[config.mk]
export PLATFORM = sky130hd
export DESIGN_NAME = vgs_status_regs
export DESIGN_NICKNAME = d
export VERILOG_FILES = /design/src/vgs_pkg.sv /design/src/vgs_status_regs.sv
export VERILOG_INCLUDE_DIRS = /design/src
export SDC_FILE = /design/constraint.sdc
export NUM_CORES = 1
export LEC_CHECK = 0
export BUFFER_PORTS_ARGS = -buffer_cell sky130_fd_sc_hd__buf_4
export CORE_ASPECT_RATIO = 1.1
export CORE_MARGIN = 1.5
export CORE_UTILIZATION = 45
export CTS_CLUSTER_DIAMETER = 30
export DETAILED_ROUTE_END_ITERATION = 10
export PLACE_DENSITY = 0.79
export SLEW_MARGIN = 20
export SYNTH_ARGS = -nofsm -noshare
export SYNTH_HDL_FRONTEND = slang
export SYNTH_SLANG_ARGS = --single-unit
[constraint.sdc]
create_clock -name ref_clk -period 2.15 [get_ports ref_clk]
set_input_delay 0.43 -clock ref_clk [delete_from_list [all_inputs] [get_ports ref_clk]]
set_output_delay 0.43 -clock ref_clk [all_outputs]
set_load 0.03 [all_outputs]
[src/vgs_consts.svh]
// Constant definitions for the VGA general control and status port block.
`ifndef VGS_CONSTS_SVH
`define VGS_CONSTS_SVH
`define VGS_ADDR_STAT0_MISC_WR 16'h03C2
`define VGS_ADDR_STAT1_MONO 16'h03BA
`define VGS_ADDR_STAT1_COLOR 16'h03DA
`define VGS_ADDR_FEAT_RD 16'h03CA
`define VGS_ADDR_MISC_RD 16'h03CC
`define VGS_MISC_RESET 8'h00
`define VGS_FEAT_RESET 8'h00
`define VGS_MISC_IOSEL_BIT 0
`define VGS_FEAT_VSYNC_OR_BIT 3
`define VGS_FEAT_MASK 8'h08
`define VGS_MISC_MASK 8'hEF
`define VGS_ST0_IRQ_BIT 7
`define VGS_ST0_SENSE_BIT 4
`define VGS_ST1_VSYNC_BIT 7
`define VGS_ST1_FB1_BIT 5
`define VGS_ST1_FB0_BIT 4
`define VGS_ST1_VRTR_BIT 3
`define VGS_ST1_DE_BIT 0
`define VGS_VRE_CLR_N_BIT 4
`define VGS_VRE_DIS_BIT 5
`define VGS_ST0_RSVD_MASK 8'h6F
`define VGS_ST1_RSVD_MASK 8'h46
`endif

[src/vgs_pkg.sv]
// Types shared by the VGA general control and status port block.
package vgs_pkg;
	typedef struct packed {
		logic vsync; // Raw vertical sync from the timing generator.
		logic hretrace; // Horizontal retrace interval in progress.
		logic vretrace; // Vertical retrace interval in progress.
		logic dac_sense; // DAC comparator output.
	} vgs_timing_s;
	typedef struct packed {
		logic rd; // One-cycle read strobe.
		logic wr; // One-cycle write strobe.
		logic [15:0] addr; // I/O port address.
		logic [7:0] wdata; // Write data.
	} vgs_io_req_s;
endpackage : vgs_pkg

[src/vgs_status_regs.sv]
// Directly addressed VGA input status, feature control and misc output ports.
`timescale 1ns/1ns
`include "vgs_consts.svh"
// Overview of operation
// - All four ports decoded directly, no index
// - Status zero read-only at 3C2
// - Status one read at 3BA or 3DA
// - Misc bit 0 selects mono or color range
// - Feature control read 3CA, written 3BA/3DA
// - Misc output read 3CC, written 3C2
// - Status zero bit 7 shows pending interrupt
// - Interrupt raised at vertical retrace start, gated
// - Status zero bit 4 shows DAC sense
// - Status one bit 7 shows VSYNC pin
// - Feature bit 3 ORs display enable into VSYNC
// - Status one bits 5-4 mirror selected colour bits
// - Status one bit 3 is vertical retrace
// - Status one bit 0 is any retrace
// - Horizontal retrace spans whole blank line part
// - Vertical retrace spans all non-active lines
module vgs_status_regs (
	input wire logic ref_clk, // 250 MHz clock.
	input wire logic rst, // Synchronous active-high reset.
	input wire vgs_pkg::vgs_io_req_s io_req, // Host I/O request.
	input wire vgs_pkg::vgs_timing_s timing, // Timing generator status, pixel domain.
	input wire logic [7:0] palette_color, // Colour bits sent to palette, pixel domain.
	input wire logic [1:0] plane_fb_sel, // Colour plane enable bits 5:4.
	input wire logic [7:0] vretrace_end_ctrl, // Vertical retrace end control register.
	output logic [7:0] io_rdata_reg, // Read data, valid the cycle after rd.
	output logic io_rvalid_reg, // Pulse: read data valid.
	output logic vsync_pin_reg, // VSYNC output pin.
	output logic irq_pending_reg, // Retrace interrupt pending.
	output logic [7:0] misc_output_reg, // Misc output register contents.
	output logic [7:0] feature_control_reg // Feature control register contents.
);
	// ============================================================
	// Synchronisers
	// ============================================================
	// Every pixel-domain level passes two flops; the first is read only by the second.
	logic [11:0] sync1_reg;
	logic [11:0] sync2_reg;
	logic vret_prev_reg;
	always_ff @(posedge ref_clk) begin
		if (rst) begin
			sync1_reg <= 12'h000;
			sync2_reg <= 12'h000;
		end else begin
			sync1_reg <= {timing.vsync, timing.hretrace, timing.vretrace, timing.dac_sense, palette_color};
			sync2_reg <= sync1_reg;
		end
	end
	logic s_vsync, s_hret, s_vret, s_sense;
	logic [7:0] s_color;
	assign {s_vsync, s_hret, s_vret, s_sense, s_color} = sync2_reg;

	// ============================================================
	// Address decode
	// ============================================================
	// The mono/color window follows the live misc register bit.
	logic color_sel;
	logic st1_hit;
	assign color_sel = misc_output_reg[`VGS_MISC_IOSEL_BIT];
	assign st1_hit = color_sel ? (io_req.addr == `VGS_ADDR_STAT1_COLOR)
		: (io_req.addr == `VGS_ADDR_STAT1_MONO);

	// Fixed port match for the hit signals the checks use; the read mux compares the address directly.
	function automatic logic port_hit(input logic [15:0] addr, input logic [15:0] port);
		port_hit = (addr == port);
	endfunction : port_hit
	logic st0_hit;
	logic feat_rd_hit;
	logic misc_rd_hit;
	logic mapped_rd;
	assign st0_hit = port_hit(io_req.addr, `VGS_ADDR_STAT0_MISC_WR);
	assign feat_rd_hit = port_hit(io_req.addr, `VGS_ADDR_FEAT_RD);
	assign misc_rd_hit = port_hit(io_req.addr, `VGS_ADDR_MISC_RD);
	assign mapped_rd = st0_hit | st1_hit | feat_rd_hit | misc_rd_hit;

	// ============================================================
	// Writable registers
	// ============================================================
	always_ff @(posedge ref_clk) begin
		if (rst) begin
			misc_output_reg <= `VGS_MISC_RESET;
		end else if (io_req.wr && io_req.addr == `VGS_ADDR_STAT0_MISC_WR) begin
			misc_output_reg <= io_req.wdata & `VGS_MISC_MASK;
		end
	end
	always_ff @(posedge ref_clk) begin
		if (rst) begin
			feature_control_reg <= `VGS_FEAT_RESET;
		end else if (io_req.wr && st1_hit) begin
			feature_control_reg <= io_req.wdata & `VGS_FEAT_MASK;
		end
	end

	// ============================================================
	// Status composition
	// ============================================================
	logic disp_en;
	logic [1:0] fb_bits;
	assign disp_en = s_hret | s_vret;
	always_comb begin
		unique case (plane_fb_sel)
			2'h0: fb_bits = {s_color[4], s_color[0]};
			2'h1: fb_bits = {s_color[5], s_color[1]};
			2'h2: fb_bits = {s_color[3], s_color[2]};
			2'h3: fb_bits = {s_color[7], s_color[6]};
		endcase
	end

	always_ff @(posedge ref_clk) begin
		if (rst) begin
			vsync_pin_reg <= 1'b0;
		end else begin
			vsync_pin_reg <= feature_control_reg[`VGS_FEAT_VSYNC_OR_BIT] ? (s_vsync | disp_en) : s_vsync;
		end
	end

	// ============================================================
	// Retrace interrupt
	// ============================================================
	// Bit 4 low clears and holds clear; bit 5 high stops new events.
	// A new retrace start wins over the clear, even though clear is a held level.
	always_ff @(posedge ref_clk) begin
		if (rst) begin
			vret_prev_reg <= 1'b0;
		end else begin
			vret_prev_reg <= s_vret;
		end
	end
	always_ff @(posedge ref_clk) begin
		if (rst) begin
			irq_pending_reg <= 1'b0;
		end else if (s_vret && !vret_prev_reg && !vretrace_end_ctrl[`VGS_VRE_DIS_BIT]) begin
			irq_pending_reg <= 1'b1;
		end else if (!vretrace_end_ctrl[`VGS_VRE_CLR_N_BIT]) begin
			irq_pending_reg <= 1'b0;
		end
	end

	// ============================================================
	// Read port
	// ============================================================
	logic [7:0] rdata_next;
	always_comb begin
		rdata_next = 8'h00;
		if (io_req.addr == `VGS_ADDR_STAT0_MISC_WR) begin
			rdata_next[`VGS_ST0_IRQ_BIT] = irq_pending_reg;
			rdata_next[`VGS_ST0_SENSE_BIT] = s_sense;
		end else if (st1_hit) begin
			rdata_next[`VGS_ST1_VSYNC_BIT] = vsync_pin_reg;
			rdata_next[`VGS_ST1_FB1_BIT] = fb_bits[1];
			rdata_next[`VGS_ST1_FB0_BIT] = fb_bits[0];
			rdata_next[`VGS_ST1_VRTR_BIT] = s_vret;
			rdata_next[`VGS_ST1_DE_BIT] = disp_en;
		end else if (io_req.addr == `VGS_ADDR_FEAT_RD) begin
			rdata_next = feature_control_reg;
		end else if (io_req.addr == `VGS_ADDR_MISC_RD) begin
			rdata_next = misc_output_reg;
		end
	end
	always_ff @(posedge ref_clk) begin
		if (rst) begin
			io_rdata_reg <= 8'h00;
			io_rvalid_reg <= 1'b0;
		end else begin
			io_rvalid_reg <= io_req.rd;
			if (io_req.rd) begin
				io_rdata_reg <= rdata_next;
			end
		end
	end

	// ============================================================
	// Register file checks
	// ============================================================
	// A write to the status zero port belongs to misc output only.
	status_wr_ignored_a: assert property (@(posedge ref_clk) disable iff (rst)
		io_req.wr && st0_hit && !st1_hit |=> feature_control_reg == $past(feature_control_reg))
		else $error("status zero write disturbed feature control");

	// The reserved misc bit is dropped on the way in.
	misc_write_lands_a: assert property (@(posedge ref_clk) disable iff (rst)
		io_req.wr && st0_hit
		|=> misc_output_reg == ($past(io_req.wdata) & `VGS_MISC_MASK))
		else $error("misc output write lost");

	// Misc output only moves on its own write port.
	misc_held_a: assert property (@(posedge ref_clk) disable iff (rst)
		!(io_req.wr && st0_hit) |=> misc_output_reg == $past(misc_output_reg))
		else $error("misc output changed without a write");

	// The reserved misc bit must never be stored.
	misc_reserved_a: assert property (@(posedge ref_clk) disable iff (rst)
		1'b1 |-> (misc_output_reg & ~`VGS_MISC_MASK) == 8'h00)
		else $error("misc output reserved bit set");

	// A write to the active status one port lands in feature control.
	feat_write_lands_a: assert property (@(posedge ref_clk) disable iff (rst)
		io_req.wr && st1_hit |=> feature_control_reg == ($past(io_req.wdata) & `VGS_FEAT_MASK))
		else $error("feature control write lost");

	// Writes outside the active window must not reach feature control.
	feat_window_ignored_a: assert property (@(posedge ref_clk) disable iff (rst)
		io_req.wr && !st1_hit |=> feature_control_reg == $past(feature_control_reg))
		else $error("feature control written from inactive window");

	// Only the sync control bit of feature control is kept.
	feat_reserved_a: assert property (@(posedge ref_clk) disable iff (rst)
		1'b1 |-> (feature_control_reg & ~`VGS_FEAT_MASK) == 8'h00)
		else $error("feature control reserved bit set");

	// Reset leaves every output quiet.
	reset_quiet_a: assert property (@(posedge ref_clk)
		rst |=> io_rdata_reg == 8'h00 && !io_rvalid_reg && !irq_pending_reg && !vsync_pin_reg
		&& misc_output_reg == `VGS_MISC_RESET && feature_control_reg == `VGS_FEAT_RESET)
		else $error("outputs not cleared by reset");

	// ============================================================
	// Read port checks
	// ============================================================
	// Feature control reads back on its own read port.
	feat_read_back_a: assert property (@(posedge ref_clk) disable iff (rst)
		feat_rd_hit && io_req.rd |=> io_rvalid_reg && io_rdata_reg == $past(feature_control_reg))
		else $error("feature control readback wrong");

	// Misc output reads back on its own read port.
	misc_read_back_a: assert property (@(posedge ref_clk) disable iff (rst)
		misc_rd_hit && io_req.rd |=> io_rvalid_reg && io_rdata_reg == $past(misc_output_reg))
		else $error("misc output readback wrong");

	// Every read is answered exactly one cycle later.
	rvalid_follows_a: assert property (@(posedge ref_clk) disable iff (rst)
		io_req.rd |=> io_rvalid_reg)
		else $error("read not answered");

	// The valid flag is a pulse, never raised without a read.
	rvalid_pulse_a: assert property (@(posedge ref_clk) disable iff (rst)
		!io_req.rd |=> !io_rvalid_reg)
		else $error("read valid without a read");

	// Read data stands until the next read.
	rdata_held_a: assert property (@(posedge ref_clk) disable iff (rst)
		!io_req.rd |=> $stable(io_rdata_reg))
		else $error("read data changed without a read");

	// Addresses outside the four ports read as zero.
	unmapped_read_a: assert property (@(posedge ref_clk) disable iff (rst)
		io_req.rd && !mapped_rd
		|=> io_rvalid_reg && io_rdata_reg == 8'h00)
		else $error("unmapped read returned data");

	// The color window is dead while the mono range is selected.
	st1_range_a: assert property (@(posedge ref_clk) disable iff (rst)
		io_req.rd && !color_sel && io_req.addr == `VGS_ADDR_STAT1_COLOR |=> io_rdata_reg == 8'h00)
		else $error("color window answered in mono mode");

	// The mono window is dead while the color range is selected.
	mono_window_a: assert property (@(posedge ref_clk) disable iff (rst)
		io_req.rd && color_sel && io_req.addr == `VGS_ADDR_STAT1_MONO |=> io_rdata_reg == 8'h00)
		else $error("mono window answered in color mode");

	// Status one answers at the color port while that range is selected.
	st1_color_window_a: assert property (@(posedge ref_clk) disable iff (rst)
		io_req.rd && color_sel && io_req.addr == `VGS_ADDR_STAT1_COLOR
		|=> io_rvalid_reg && io_rdata_reg[`VGS_ST1_VRTR_BIT] == $past(s_vret))
		else $error("status one missing at color port");

	// ============================================================
	// Status content checks
	// ============================================================
	// The pending flag is shown as it stood when the read was taken.
	st0_irq_bit_a: assert property (@(posedge ref_clk) disable iff (rst)
		io_req.rd && st0_hit |=> io_rdata_reg[`VGS_ST0_IRQ_BIT] == $past(irq_pending_reg))
		else $error("status zero interrupt bit wrong");

	// The comparator sense is shown after synchronisation.
	st0_sense_bit_a: assert property (@(posedge ref_clk) disable iff (rst)
		io_req.rd && st0_hit |=> io_rdata_reg[`VGS_ST0_SENSE_BIT] == $past(s_sense))
		else $error("status zero sense bit wrong");

	// Reserved status zero bits read as zero.
	st0_reserved_a: assert property (@(posedge ref_clk) disable iff (rst)
		io_req.rd && st0_hit |=> (io_rdata_reg & `VGS_ST0_RSVD_MASK) == 8'h00)
		else $error("status zero reserved bits set");

	// The sync bit reports the pin as driven, not the raw sync.
	st1_vsync_bit_a: assert property (@(posedge ref_clk) disable iff (rst)
		io_req.rd && st1_hit |=> io_rdata_reg[`VGS_ST1_VSYNC_BIT] == $past(vsync_pin_reg))
		else $error("status one sync bit wrong");

	// The feedback pair follows the selected colour bits.
	st1_feedback_a: assert property (@(posedge ref_clk) disable iff (rst)
		io_req.rd && st1_hit |=> io_rdata_reg[`VGS_ST1_FB1_BIT] == $past(fb_bits[1])
		&& io_rdata_reg[`VGS_ST1_FB0_BIT] == $past(fb_bits[0]))
		else $error("status one feedback bits wrong");

	// Retrace bits: vertical alone, and either interval combined.
	st1_retrace_a: assert property (@(posedge ref_clk) disable iff (rst)
		io_req.rd && st1_hit |=> io_rdata_reg[`VGS_ST1_DE_BIT] == ($past(s_hret) | $past(s_vret))
		&& io_rdata_reg[`VGS_ST1_VRTR_BIT] == $past(s_vret))
		else $error("retrace status bits wrong");

	// Reserved status one bits read as zero.
	st1_reserved_a: assert property (@(posedge ref_clk) disable iff (rst)
		io_req.rd && st1_hit |=> (io_rdata_reg & `VGS_ST1_RSVD_MASK) == 8'h00)
		else $error("status one reserved bits set");

	// ============================================================
	// Pin and interrupt checks
	// ============================================================
	// With the control bit clear the pin carries plain sync.
	vsync_follow_a: assert property (@(posedge ref_clk) disable iff (rst)
		!feature_control_reg[`VGS_FEAT_VSYNC_OR_BIT] |=> vsync_pin_reg == $past(s_vsync))
		else $error("vsync pin does not follow sync");

	// With the control bit set the retrace status is merged onto the pin.
	vsync_or_a: assert property (@(posedge ref_clk) disable iff (rst)
		feature_control_reg[`VGS_FEAT_VSYNC_OR_BIT] |=> vsync_pin_reg == ($past(s_vsync) | $past(disp_en)))
		else $error("vsync pin misses display enable");

	// The start of retrace sets the flag even while a clear is held.
	irq_on_start_a: assert property (@(posedge ref_clk) disable iff (rst)
		s_vret && !vret_prev_reg && !vretrace_end_ctrl[`VGS_VRE_DIS_BIT] |=> irq_pending_reg)
		else $error("retrace interrupt not raised");

	// No flag without an enabled retrace start.
	irq_no_spurious_a: assert property (@(posedge ref_clk) disable iff (rst)
		!irq_pending_reg && !(s_vret && !vret_prev_reg && !vretrace_end_ctrl[`VGS_VRE_DIS_BIT]) |=> !irq_pending_reg)
		else $error("retrace interrupt raised without cause");

	// A held clear drops the flag unless a new start arrives.
	irq_cleared_a: assert property (@(posedge ref_clk) disable iff (rst)
		!vretrace_end_ctrl[`VGS_VRE_CLR_N_BIT] && !(s_vret && !vret_prev_reg) |=> !irq_pending_reg)
		else $error("retrace interrupt not cleared");

	// Without a clear the flag stays pending.
	irq_held_a: assert property (@(posedge ref_clk) disable iff (rst)
		irq_pending_reg && vretrace_end_ctrl[`VGS_VRE_CLR_N_BIT] |=> irq_pending_reg)
		else $error("retrace interrupt lost");

endmodule : vgs_status_regs

After elaboration in Yosys (flattened, before gate mapping) --
Index checks and enable logic that the tools add are counted.
Storage, ports and cells: input port bits 50, register bits after elaboration 44, output and inout port bits 27, word-level logic and storage cells 43
Operators by class: reduce and logical (&&, ||, !) cells 7, equality and inequality tests 9, bitwise operators 2, mux-type cells 16
Operators with widths (number):
- 16-bit by 10-bit == test with 1-bit output (second input constant) | 5
- 8-bit 2-to-1 mux | 2
- 1-bit 2-to-1 mux | 9
- 2-bit one-hot mux with 4 select lines | 1
- 2-bit == test (second input constant) | 2
- 1-bit logical AND | 4
- 2-bit 2-to-1 mux | 2
- 4-bit 2-to-1 mux | 1
- 3-bit 2-to-1 mux | 1
- 2-bit by 1-bit == test with 1-bit output (second input constant) | 1
- 1-bit zero test | 2
- 2-bit zero test | 1
- 2-bit by 1-bit inequality test with 1-bit output (second input constant) | 1
- 1-bit bitwise OR | 2

Longest topological paths before layout --
Gate-level depths: netlist (run 1).
depth in word-level cells 5, depth in mapped cells 6, gate-level depth less buffers 5

Least setup slack after synthesis (run 1) --
OpenSTA, ideal clock, no wires.
path kind input -> register, from in io_req[18] (netlist name), to reg misc_output_reg[0], setup slack 0.162 ns, setup time 0.132 ns, buffers on the path 0, arrival 1.856 ns, stages on the path 5, required time 2.018 ns, cells stage by stage nand4bb_1 > or4_4 > nor4_4 > mux2i_1 > nor2_2
Between the ends: longest elaborated chain between the ends 2
Ends and longest elaborated chain:
- from (decl) | line vgs_status_regs.sv:24 | input wire vgs_pkg::vgs_io_req_s io_req,
- 16-bit by 10-bit == test with 1-bit output (no source line)
- 1-bit logical AND (no source line)
- to (signal assigned) | line vgs_status_regs.sv:84 | misc_output_reg <= `VGS_MISC_RESET;
- to (signal assigned) | line vgs_status_regs.sv:86 | misc_output_reg <= io_req.wdata & `VGS_MISC_MASK;
- to (decl) | line vgs_status_regs.sv:33 | output logic [7:0] misc_output_reg,
Every way passes these cells. A chain may end at the register's enable or synchronous reset.

Worst setup path after layout (run 1) --
from in io_req[18] (netlist name), to reg misc_output_reg[7]
The elaborated chain is that of the path after synthesis.

==> report_table.html, run 1 <==
<table>
<tr><th>Metric</th><th>Value</th></tr>
<tr><th colspan="2">Run status</th></tr>
<tr><td>Outcome</td><td>finished clean</td></tr>
<tr><th colspan="2">Drt</th></tr>
<tr><td>Routed via count divided by cell count</td><td>4.74</td></tr>
<tr><td>Average wire per standard cell</td><td>around 11 um</td></tr>
<tr><td>Initial drt markers</td><td>63</td></tr>
<tr><td>Vias post-DR</td><td>~1300</td></tr>
<tr><td>Pre-Repair DR Iteration Count</td><td>4</td></tr>
<tr><td>Final Routed Wirelength</td><td>around 3.1 mm</td></tr>
<tr><td>Number of design rule violations left after detail routing</td><td>0</td></tr>
<tr><td>Final ANT Viol Nets</td><td>0</td></tr>
<tr><th colspan="2">Logic synthesis</th></tr>
<tr><td>FF+latch count, synth</td><td>44</td></tr>
<tr><td>Synth top area share</td><td>0.528</td></tr>
<tr><td>Avg Cell Area, Syn</td><td>10.2 sq um</td></tr>
<tr><td>Main area contributors after synthesis</td><td>dfxtp_1, nor2b_1, mux2i_1</td></tr>
<tr><td>Share of async-settable or async-resettable flops after synthesis</td><td>0</td></tr>
<tr><td>Cell type contributing the most total cell area after synthesis</td><td>dfxtp_1</td></tr>
<tr><td>Post-synthesis cell area</td><td>~0.0017 sq mm</td></tr>
<tr><td>Sequential area share after synthesis</td><td>0.528</td></tr>
<tr><td>Number of warnings issued by yosys</td><td>0</td></tr>
<tr><td>Post-synth cell types</td><td>29</td></tr>
<tr><td>Gate count of the mapped netlist</td><td>163</td></tr>
<tr><td>Post-synth EDFFs</td><td>0</td></tr>
<tr><td>Ys flop type</td><td>dfxtp_1</td></tr>
<tr><th colspan="2">Finish</th></tr>
<tr><td>Ant diodes</td><td>0</td></tr>
<tr><td>Share of final-layout standard cells stronger than drive strength 1</td><td>0.379</td></tr>
<tr><td>Area added between synthesis and finish</td><td>35.6%</td></tr>
<tr><td>Combined flip-flop and latch cell area</td><td>between 800 and 900 sq um</td></tr>
<tr><td>Total of fill cells in the finished design</td><td>324</td></tr>
<tr><td>Most frequent standard cell in the layout excluding fill and tap cells</td><td>buf_4</td></tr>
<tr><td>Final cell count without fillers</td><td>277</td></tr>
<tr><td>Multi-input combinational cell area</td><td>724 sq um</td></tr>
<tr><td>Most frequent cells in the layout</td><td>buf_4, dfxtp_1, nor2b_1</td></tr>
<tr><td>Number of nets in the finished design</td><td>276</td></tr>
<tr><th colspan="2">Clocking</th></tr>
<tr><td>H-Tree Depth</td><td>2</td></tr>
<tr><td>Number of hold buffers added after CTS</td><td>0</td></tr>
<tr><td>Clock latency on the worst-skew pair</td><td>0.30 ns</td></tr>
<tr><td>Setup Buffers After CTS</td><td>0</td></tr>
<tr><td>Clock tree from TritonCTS</td><td>yes</td></tr>
<tr><td>Clk sink count</td><td>44</td></tr>
<tr><td>Maximum clock path buffer count</td><td>2</td></tr>
<tr><td>Number of buffers inserted during clock tree synthesis</td><td>5</td></tr>
<tr><td>Number of gates resized after CTS</td><td>0</td></tr>
<tr><td>Register clock-pin slew on the reported worst setup and hold paths</td><td>0.09 ns</td></tr>
<tr><td>Root buffer cell</td><td>clkbuf_8</td></tr>
<tr><th colspan="2">Setup path</th></tr>
<tr><td>Largest stage delay on the critical path</td><td>0.56 ns</td></tr>
<tr><td>RR Endpoint</td><td>io_rdata_reg[0]$_SDFFE_PP0P_</td></tr>
<tr><td>Crit-path most repeated cell</td><td>buf_4</td></tr>
<tr><td>Startpoint-to-endpoint class of the critical path</td><td>input port to register</td></tr>
<tr><td>Reg-to-reg setup timing slack</td><td>0.51 ns</td></tr>
<tr><td>CP required</td><td>2.33 ns</td></tr>
<tr><td>Endpoint type of the worst setup path</td><td>register</td></tr>
<tr><td>Maximum fanout along the worst path</td><td>5</td></tr>
<tr><td>Crit path max-delay family</td><td>simple AND/OR/NAND/NOR gates</td></tr>
<tr><td>Crit path max-delay cell type</td><td>or4_4</td></tr>
<tr><td>Startpoint of the worst-slack reg-to-reg timing path</td><td>misc_output_reg[0]$_SDFFE_PP0P_</td></tr>
<tr><td>Kind of start point of the critical path</td><td>input port</td></tr>
<tr><td>Data arrival time of the critical path</td><td>1.98 ns</td></tr>
<tr><td>Cell count of the worst reg-to-reg path</td><td>5</td></tr>
<tr><td>CP Buf/Inv Count</td><td>2</td></tr>
<tr><td>Cell chain of the critical path</td><td>buf_4 -&gt; nand4bb_1 -&gt; or4_4 -&gt; nor4_4 -&gt; buf_4 -&gt; mux2i_1 -&gt; nor2_2</td></tr>
<tr><th colspan="2">Global route</th></tr>
<tr><td>Via count of the first global-routing pass</td><td>1109</td></tr>
<tr><td>Wire length of the first global-routing pass</td><td>4.75 mm</td></tr>
<tr><td>GR Util met1</td><td>0.182</td></tr>
<tr><td>Busiest layer in global routing</td><td>met2</td></tr>
<tr><td>Met3 routing resource usage after global routing</td><td>0.0563</td></tr>
<tr><td>Met2 GRT Util</td><td>0.270</td></tr>
<tr><td>Initial antenna violation count</td><td>0</td></tr>
<tr><td>Largest net degree at the start of global routing</td><td>43</td></tr>
<tr><td>Overflow left after global routing</td><td>0</td></tr>
<tr><td>Overall routing resource usage</td><td>0.159</td></tr>
<tr><th colspan="2">Hold path</th></tr>
<tr><td>Hold endpoint</td><td>sync1_reg[6]$_SDFF_PP0_</td></tr>
<tr><td>Kind of path behind the tightest hold check</td><td>input port to register</td></tr>
<tr><td>Hold path start</td><td>palette_color[6]</td></tr>
<tr><td>Number of stages on the worst hold path</td><td>2</td></tr>
<tr><th colspan="2">STA</th></tr>
<tr><td>Final clock skew</td><td>0.00701 ns</td></tr>
<tr><td>Period utilisation layout</td><td>0.835</td></tr>
<tr><td>Crit path setup slack, layout</td><td>0.354 ns</td></tr>
<tr><td>Number of hold violations in the final report</td><td>0</td></tr>
<tr><td>Final total negative setup slack</td><td>0 ns</td></tr>
<tr><td>Max-slew violation count</td><td>0</td></tr>
<tr><td>Final number of setup-violating endpoints</td><td>0</td></tr>
<tr><td>Tmin final</td><td>between 1.5 and 2 ns</td></tr>
<tr><td>Achievable Freq</td><td>557 MHz</td></tr>
<tr><td>Unrepaired setup endpoints after global routing</td><td>false</td></tr>
<tr><th colspan="2">Run</th></tr>
<tr><td>Maximum capacitance violations</td><td>0</td></tr>
<tr><th colspan="2">Die</th></tr>
<tr><td>Core outline area</td><td>roughly 0.0036 sq mm</td></tr>
<tr><td>Floorplan die area</td><td>0.00408 sq mm</td></tr>
<tr><td>Standard-cell rows</td><td>23</td></tr>
<tr><td>IO Pins</td><td>77</td></tr>
<tr><td>Vert. Die Dim</td><td>66.9 um</td></tr>
<tr><td>Die W</td><td>61.1 um</td></tr>
<tr><td>Effective utilization at floorplan</td><td>0.464</td></tr>
<tr><th colspan="2">Power and ir drop</th></tr>
<tr><td>P per Cell Area</td><td>715 mW/mm^2</td></tr>
<tr><td>Pleak</td><td>~0.95 nW</td></tr>
<tr><td>Power consumption</td><td>1.62 mW</td></tr>
<tr><td>Worst ir drop on vdd</td><td>0.000614 V</td></tr>
<tr><th colspan="2">Placed design</th></tr>
<tr><td>Quantity of I/O buffers inserted on ports</td><td>61</td></tr>
<tr><td>Placed cell count</td><td>about 270</td></tr>
<tr><td>Weighted congestion reported at the end of routability-driven placement</td><td>0.861</td></tr>
<tr><td>Post-placement worst setup slack</td><td>0.0362 ns</td></tr>
<tr><td>Half-perimeter wire length after placement</td><td>2.36 mm</td></tr>
</table>
-- Yosys cell counts (2+ instances only) --
library cell	n
buf_4	8
inv_1	2
nor2_2	7
clkbuf_1	6
mux4_2	2
a21oi_1	8
o21ai_0	4
nor3_1	2
a22oi_1	3
mux2i_1	7
dfxtp_1	44
nand2_1	7
nand2b_1	6
nor4_4	2
nor2_1	6
nor2b_1	28
nand3_1	9
-- worst max-delay path by stage --
stage / endpoint / depth (start not counted) / start / slack (ns)
final: misc_output_reg[7]$_SDFFE_PP0P_ / 7 / io_req[18] / 0.35
after global routing: misc_output_reg[1]$_SDFFE_PP0P_ / 7 / io_req[21] / 0.25
after CTS: misc_output_reg[7]$_SDFFE_PP0P_ / 7 / io_req[18] / 0.35
after detailed placement: misc_output_reg[7]$_SDFFE_PP0P_ / 7 / io_req[18] / 0.04
after global placement: misc_output_reg[6]$_SDFFE_PP0P_ / 7 / io_req[18] / 0.06
after floorplan: misc_output_reg[0]$_SDFFE_PP0P_ / 5 / io_req[18] / 0.16
-- where the power goes --
part           switching [mW]  internal [mW]  total, mW
logic                  0.0667         0.0749      0.142
registers             0.00562          0.837      0.843
clock network           0.285          0.350      0.635
-- layout make-up --
class,count,share of cell area
clock buffers,5,0.0304
clock inverters,3,0.0205
inverters,2,0.00332
multi-input cells,110,0.320
flip-flops and latches,44,0.389
well taps,50,0.0276
repair buffers,63,0.209
-- layer usage --
| layer | vias to the layer above | share of wire |
|---|---|---|
| met5 | - | 0 |
| met3 | 9 | 0.087 |
| li1 | 654 | - |
| met1 | 593 | 0.39 |
| met4 | 0 | 0.017 |
| met2 | 58 | 0.50 |
-- kinds of logic after synthesis --
logic type	share of synthesized area
mux	0.0690
compound gates	0.0585
simple gates	0.289
other cells	0.00225
buf+inv	0.0540
flops	0.528
-- stage by stage --
stage               utilization  cell area (sq um)  hold WS (ns)
CTS                       0.629               2260         0.336
global route              0.629               2260         0.331
finish                    0.629               2260         0.340
global placement          0.597               2150         0.419
detailed placement        0.597               2150         0.422
floorplan                     -               1700         0.413
No activity file was read; power rests on OpenSTA's default activity.
==> run 2: changes to the inputs <==
--- a/config.mk
+++ b/config.mk
@@ -6,13 +6,14 @@
 export SDC_FILE = /design/constraint.sdc
 export NUM_CORES = 1
 export LEC_CHECK = 0
+export ABC_AREA = 1
 export BUFFER_PORTS_ARGS = -buffer_cell sky130_fd_sc_hd__buf_4
 export CORE_ASPECT_RATIO = 1.1
 export CORE_MARGIN = 1.5
-export CORE_UTILIZATION = 45
+export CORE_UTILIZATION = 43
 export CTS_CLUSTER_DIAMETER = 30
 export DETAILED_ROUTE_END_ITERATION = 10
-export PLACE_DENSITY = 0.79
+export PLACE_DENSITY = 0.77
 export SLEW_MARGIN = 20
 export SYNTH_ARGS = -nofsm -noshare
 export SYNTH_HDL_FRONTEND = slang
==> constraint.sdc (replaced) <==
create_clock -name ref_clk -period 1.5 [get_ports ref_clk]
set_input_delay 0.3 -clock ref_clk [delete_from_list [all_inputs] [get_ports ref_clk]]
set_output_delay 0.3 -clock ref_clk [all_outputs]
set_load 0.03 [all_outputs]
==> run 2 against run 1 <==
Net effect:
- synthesized area increased by 14%
- core utilization decreased by 4.6 points
- total power grew 44%
- critical path depth grew 1
- final area up 11%
- via count up 31%
- critical endpoint is now io_rdata_reg[5]$_SDFFE_PP0P_
- synthesized cell count is 65% higher
- clock skew shrank 0.0013 ns
- hold slack worse by 0.14 ns
- clock-buffer cell count unchanged
==> report_table.html, run 2 <==
<table>
<tr><th>Metric</th><th>Value</th></tr>
<tr><th colspan="2">Drt</th></tr>
<tr><td>Final ANT Viol Nets</td><td>0</td></tr>
<tr><td>Average wire per standard cell</td><td>9.60 um</td></tr>
<tr><td>Final Routed Wirelength</td><td>3.73 mm</td></tr>
<tr><td>Initial drt markers</td><td>68</td></tr>
<tr><td>Routed via count divided by cell count</td><td>4.44</td></tr>
<tr><td>Pre-Repair DR Iteration Count</td><td>4</td></tr>
<tr><td>Vias post-DR</td><td>between 1500 and 2000</td></tr>
<tr><td>Number of design rule violations left after detail routing</td><td>0</td></tr>
<tr><th colspan="2">STA</th></tr>
<tr><td>Final total negative setup slack</td><td>0 ns</td></tr>
<tr><td>Crit path setup slack, layout</td><td>around 0.18 ns</td></tr>
<tr><td>Final clock skew</td><td>around 0.0057 ns</td></tr>
<tr><td>Period utilisation layout</td><td>0.883</td></tr>
<tr><td>Max-slew violation count</td><td>0</td></tr>
<tr><td>Tmin final</td><td>1.32 ns</td></tr>
<tr><td>Unrepaired setup endpoints after global routing</td><td>false</td></tr>
<tr><td>Number of hold violations in the final report</td><td>0</td></tr>
<tr><td>Achievable Freq</td><td>755 MHz</td></tr>
<tr><td>Final number of setup-violating endpoints</td><td>0</td></tr>
<tr><td>Min Hold Slack</td><td>0.198 ns</td></tr>
<tr><th colspan="2">Global route</th></tr>
<tr><td>Largest net degree at the start of global routing</td><td>28</td></tr>
<tr><td>Initial antenna violation count</td><td>0</td></tr>
<tr><td>Overflow left after global routing</td><td>0</td></tr>
<tr><td>Via count of the first global-routing pass</td><td>1508</td></tr>
<tr><td>Overall routing resource usage</td><td>0.168</td></tr>
<tr><td>Wire length of the first global-routing pass</td><td>6.15 mm</td></tr>
<tr><th colspan="2">Hold path</th></tr>
<tr><td>Number of stages on the worst hold path</td><td>3</td></tr>
<tr><td>Kind of path behind the tightest hold check</td><td>input port to register</td></tr>
<tr><td>Hold path start</td><td>palette_color[7]</td></tr>
<tr><td>Hold endpoint</td><td>sync1_reg[7]$_SDFF_PP0_</td></tr>
<tr><th colspan="2">Placed design</th></tr>
<tr><td>Quantity of I/O buffers inserted on ports</td><td>61</td></tr>
<tr><td>Post-placement worst setup slack</td><td>between 0.05 and 0.06 ns</td></tr>
<tr><td>Weighted congestion reported at the end of routability-driven placement</td><td>about 0.8</td></tr>
<tr><td>Half-perimeter wire length after placement</td><td>2.89 mm</td></tr>
<tr><th colspan="2">Power and ir drop</th></tr>
<tr><td>Power spent charging and discharging nets</td><td>0.537 mW</td></tr>
<tr><td>Worst ir drop on vdd</td><td>~0.00076 V</td></tr>
<tr><td>Cell internal pwr</td><td>about 1.8 mW</td></tr>
<tr><td>Part of the power in combinational logic</td><td>0.104</td></tr>
<tr><td>Sequential power share</td><td>0.517</td></tr>
<tr><td>P per Cell Area</td><td>slightly above 900 mW/mm^2</td></tr>
<tr><td>Share of power burned in the clock network</td><td>0.379</td></tr>
<tr><td>Switching Share</td><td>0.230</td></tr>
<tr><td>Power consumption</td><td>2.34 mW</td></tr>
<tr><td>Pleak</td><td>1.25 nW</td></tr>
<tr><th colspan="2">Setup path</th></tr>
<tr><td>RR Endpoint</td><td>io_rdata_reg[5]$_SDFFE_PP0P_</td></tr>
<tr><td>Startpoint-to-endpoint class of the critical path</td><td>register to register</td></tr>
<tr><td>Endpoint type of the worst setup path</td><td>register</td></tr>
<tr><td>Cell chain of the critical path</td><td>inv_1 -&gt; a21oi_1 -&gt; nand3_2 -&gt; nor2_1 -&gt; nand2_1 -&gt; nand2_1 -&gt; nor2_1 -&gt; nor2_1</td></tr>
<tr><td>CP Buf/Inv Count</td><td>1</td></tr>
<tr><td>Data arrival time of the critical path</td><td>roughly 1.6 ns</td></tr>
<tr><td>Crit-path most repeated cell</td><td>nor2_1</td></tr>
<tr><td>Reg-to-reg setup timing slack</td><td>0.18 ns</td></tr>
<tr><td>Crit path max-delay family</td><td>simple AND/OR/NAND/NOR gates</td></tr>
<tr><td>Cell count of the worst reg-to-reg path</td><td>8</td></tr>
<tr><td>Kind of start point of the critical path</td><td>register</td></tr>
<tr><td>Crit path max-delay cell type</td><td>dfxtp_1</td></tr>
<tr><td>Largest stage delay on the critical path</td><td>0.42 ns</td></tr>
<tr><td>CP required</td><td>~1.7 ns</td></tr>
<tr><td>Startpoint of the worst-slack reg-to-reg timing path</td><td>misc_output_reg[0]$_SDFFE_PP0P_</td></tr>
<tr><td>Maximum fanout along the worst path</td><td>8</td></tr>
<tr><th colspan="2">Die</th></tr>
<tr><td>IO Pins</td><td>77</td></tr>
<tr><td>Vert. Die Dim</td><td>between 70 and 80 um</td></tr>
<tr><td>Standard-cell rows</td><td>25</td></tr>
<tr><td>Effective utilization at floorplan</td><td>0.445</td></tr>
<tr><td>Die W</td><td>66.5 um</td></tr>
<tr><td>Core outline area</td><td>0.00429 sq mm</td></tr>
<tr><td>Floorplan die area</td><td>0.00484 sq mm</td></tr>
<tr><th colspan="2">Logic synthesis</th></tr>
<tr><td>Gate count of the mapped netlist</td><td>269</td></tr>
<tr><td>Sequential area share after synthesis</td><td>0.462</td></tr>
<tr><td>Cell type contributing the most total cell area after synthesis</td><td>dfxtp_1</td></tr>
<tr><td>Number of warnings issued by yosys</td><td>0</td></tr>
<tr><td>Post-synthesis cell area</td><td>0.00191 sq mm</td></tr>
<tr><td>FF+latch count, synth</td><td>44</td></tr>
<tr><td>Share of async-settable or async-resettable flops after synthesis</td><td>0</td></tr>
<tr><td>Main area contributors after synthesis</td><td>dfxtp_1, nor2_1, inv_1</td></tr>
<tr><td>Post-synth EDFFs</td><td>0</td></tr>
<tr><td>Avg Cell Area, Syn</td><td>around 7.1 sq um</td></tr>
<tr><td>Ys flop type</td><td>dfxtp_1</td></tr>
<tr><td>Synth top area share</td><td>0.462</td></tr>
<tr><td>Leading cell type by number of instances after synthesis</td><td>nor2_1</td></tr>
<tr><td>Post-synth cell types</td><td>27</td></tr>
<tr><td>Top cells by instance count after synthesis</td><td>nor2_1, inv_1, dfxtp_1, nand2_1, nand3_1</td></tr>
<tr><th colspan="2">Finish</th></tr>
<tr><td>Area added between synthesis and finish</td><td>31.3%</td></tr>
<tr><td>Share of final-layout standard cells stronger than drive strength 1</td><td>0.260</td></tr>
<tr><td>Most frequent standard cell in the layout excluding fill and tap cells</td><td>buf_4</td></tr>
<tr><td>Number of nets in the finished design</td><td>roughly 380</td></tr>
<tr><td>Most frequent cells in the layout</td><td>buf_4, nor2_1, inv_1</td></tr>
<tr><td>Ant diodes</td><td>0</td></tr>
<tr><th colspan="2">Clocking</th></tr>
<tr><td>Number of hold buffers added after CTS</td><td>0</td></tr>
<tr><td>Setup Buffers After CTS</td><td>0</td></tr>
<tr><td>Clk sink count</td><td>44</td></tr>
<tr><td>Clock latency on the worst-skew pair</td><td>0.30 ns</td></tr>
<tr><td>Maximum clock path buffer count</td><td>2</td></tr>
<tr><td>Number of buffers inserted during clock tree synthesis</td><td>5</td></tr>
<tr><td>Clock tree from TritonCTS</td><td>yes</td></tr>
<tr><td>Root buffer cell</td><td>clkbuf_8</td></tr>
<tr><td>Number of gates resized after CTS</td><td>0</td></tr>
<tr><td>Register clock-pin slew on the reported worst setup and hold paths</td><td>0.08 ns</td></tr>
<tr><td>H-Tree Depth</td><td>2</td></tr>
<tr><th colspan="2">Run status</th></tr>
<tr><td>Outcome</td><td>finished clean</td></tr>
<tr><th colspan="2">Run</th></tr>
<tr><td>Maximum capacitance violations</td><td>0</td></tr>
</table>
[run 2: worst max-delay path by stage]
stage	start	endpoint	slack, ns	cells past startpoint
after floorplan	misc_output_reg[0]$_SDFFE_PP0P_	io_rdata_reg[4]$_SDFFE_PP0P_	0.12	5
after global placement	io_req[23]	misc_output_reg[5]$_SDFFE_PP0P_	0.07	9
after CTS	misc_output_reg[0]$_SDFFE_PP0P_	io_rdata_reg[5]$_SDFFE_PP0P_	0.18	8
after global routing	misc_output_reg[0]$_SDFFE_PP0P_	io_rdata_reg[4]$_SDFFE_PP0P_	0.02	5
final	misc_output_reg[0]$_SDFFE_PP0P_	io_rdata_reg[5]$_SDFFE_PP0P_	0.18	8
after detailed placement	io_req[23]	misc_output_reg[5]$_SDFFE_PP0P_	0.05	9
[run 2: through the flow]
| step | util | cells | instance area [sq um] |
|---|---|---|---|
| floorplan | - | 276 | 1930 |
| global placement | 0.558 | 380 | 2390 |
| detailed placement | 0.558 | 380 | 2390 |
| CTS | 0.584 | 388 | 2500 |
| global route | 0.584 | 388 | 2500 |
| finish | 0.584 | 388 | 2500 |
[run 2: cells by family after synthesis]
logic type	Yosys count	synth area share
and+or+nand+nor	138	0.332
AOI/OAI and AO/OA	21	0.0565
buffers and inverters	65	0.148
DFF	44	0.462
other	1	0.00197
[run 2: final cells by class]
cell class,count,area [sq um]
Clock buffer,5,68.8
Fill cell,403,1780
Clock inverter,3,42.5
Inverter,51,191
Multi-Input combinational cell,167,769
Tap cell,54,67.6
Timing Repair Buffer,64,480
Sequential cell,44,881
[run 2: power groups by stage]
| stage | sequential, mW | clock [mW] | combinational (mW) |
|---|---|---|---|
| 2_1_floorplan | 1.24 | 0 | 0.134 |
| 3_3_place_gp | 1.24 | 0 | 0.240 |
| 3_5_place_dp | 1.24 | 0 | 0.244 |
| 4_1_cts | 1.21 | 0.902 | 0.245 |
| 5_1_grt | 1.21 | 0.946 | 0.274 |
| 6_report | 1.21 | 0.885 | 0.243 |
[run 2: metal layers]
metal / track usage / vias up / part of all wire
met1: 0.190 / 724 / 0.42
li1: - / 928 / -
met3: 0.0478 / 7 / 0.073
met4: 0.0703 / 0 / 0.019
met2: 0.296 / 62 / 0.49
met5: 0 / - / 0
[run 2: worst min-delay path: cells and delay by family]
kind                   cells  cell delay, ns
buffers and inverters      2            0.11
and+or+nand+nor            1            0.06
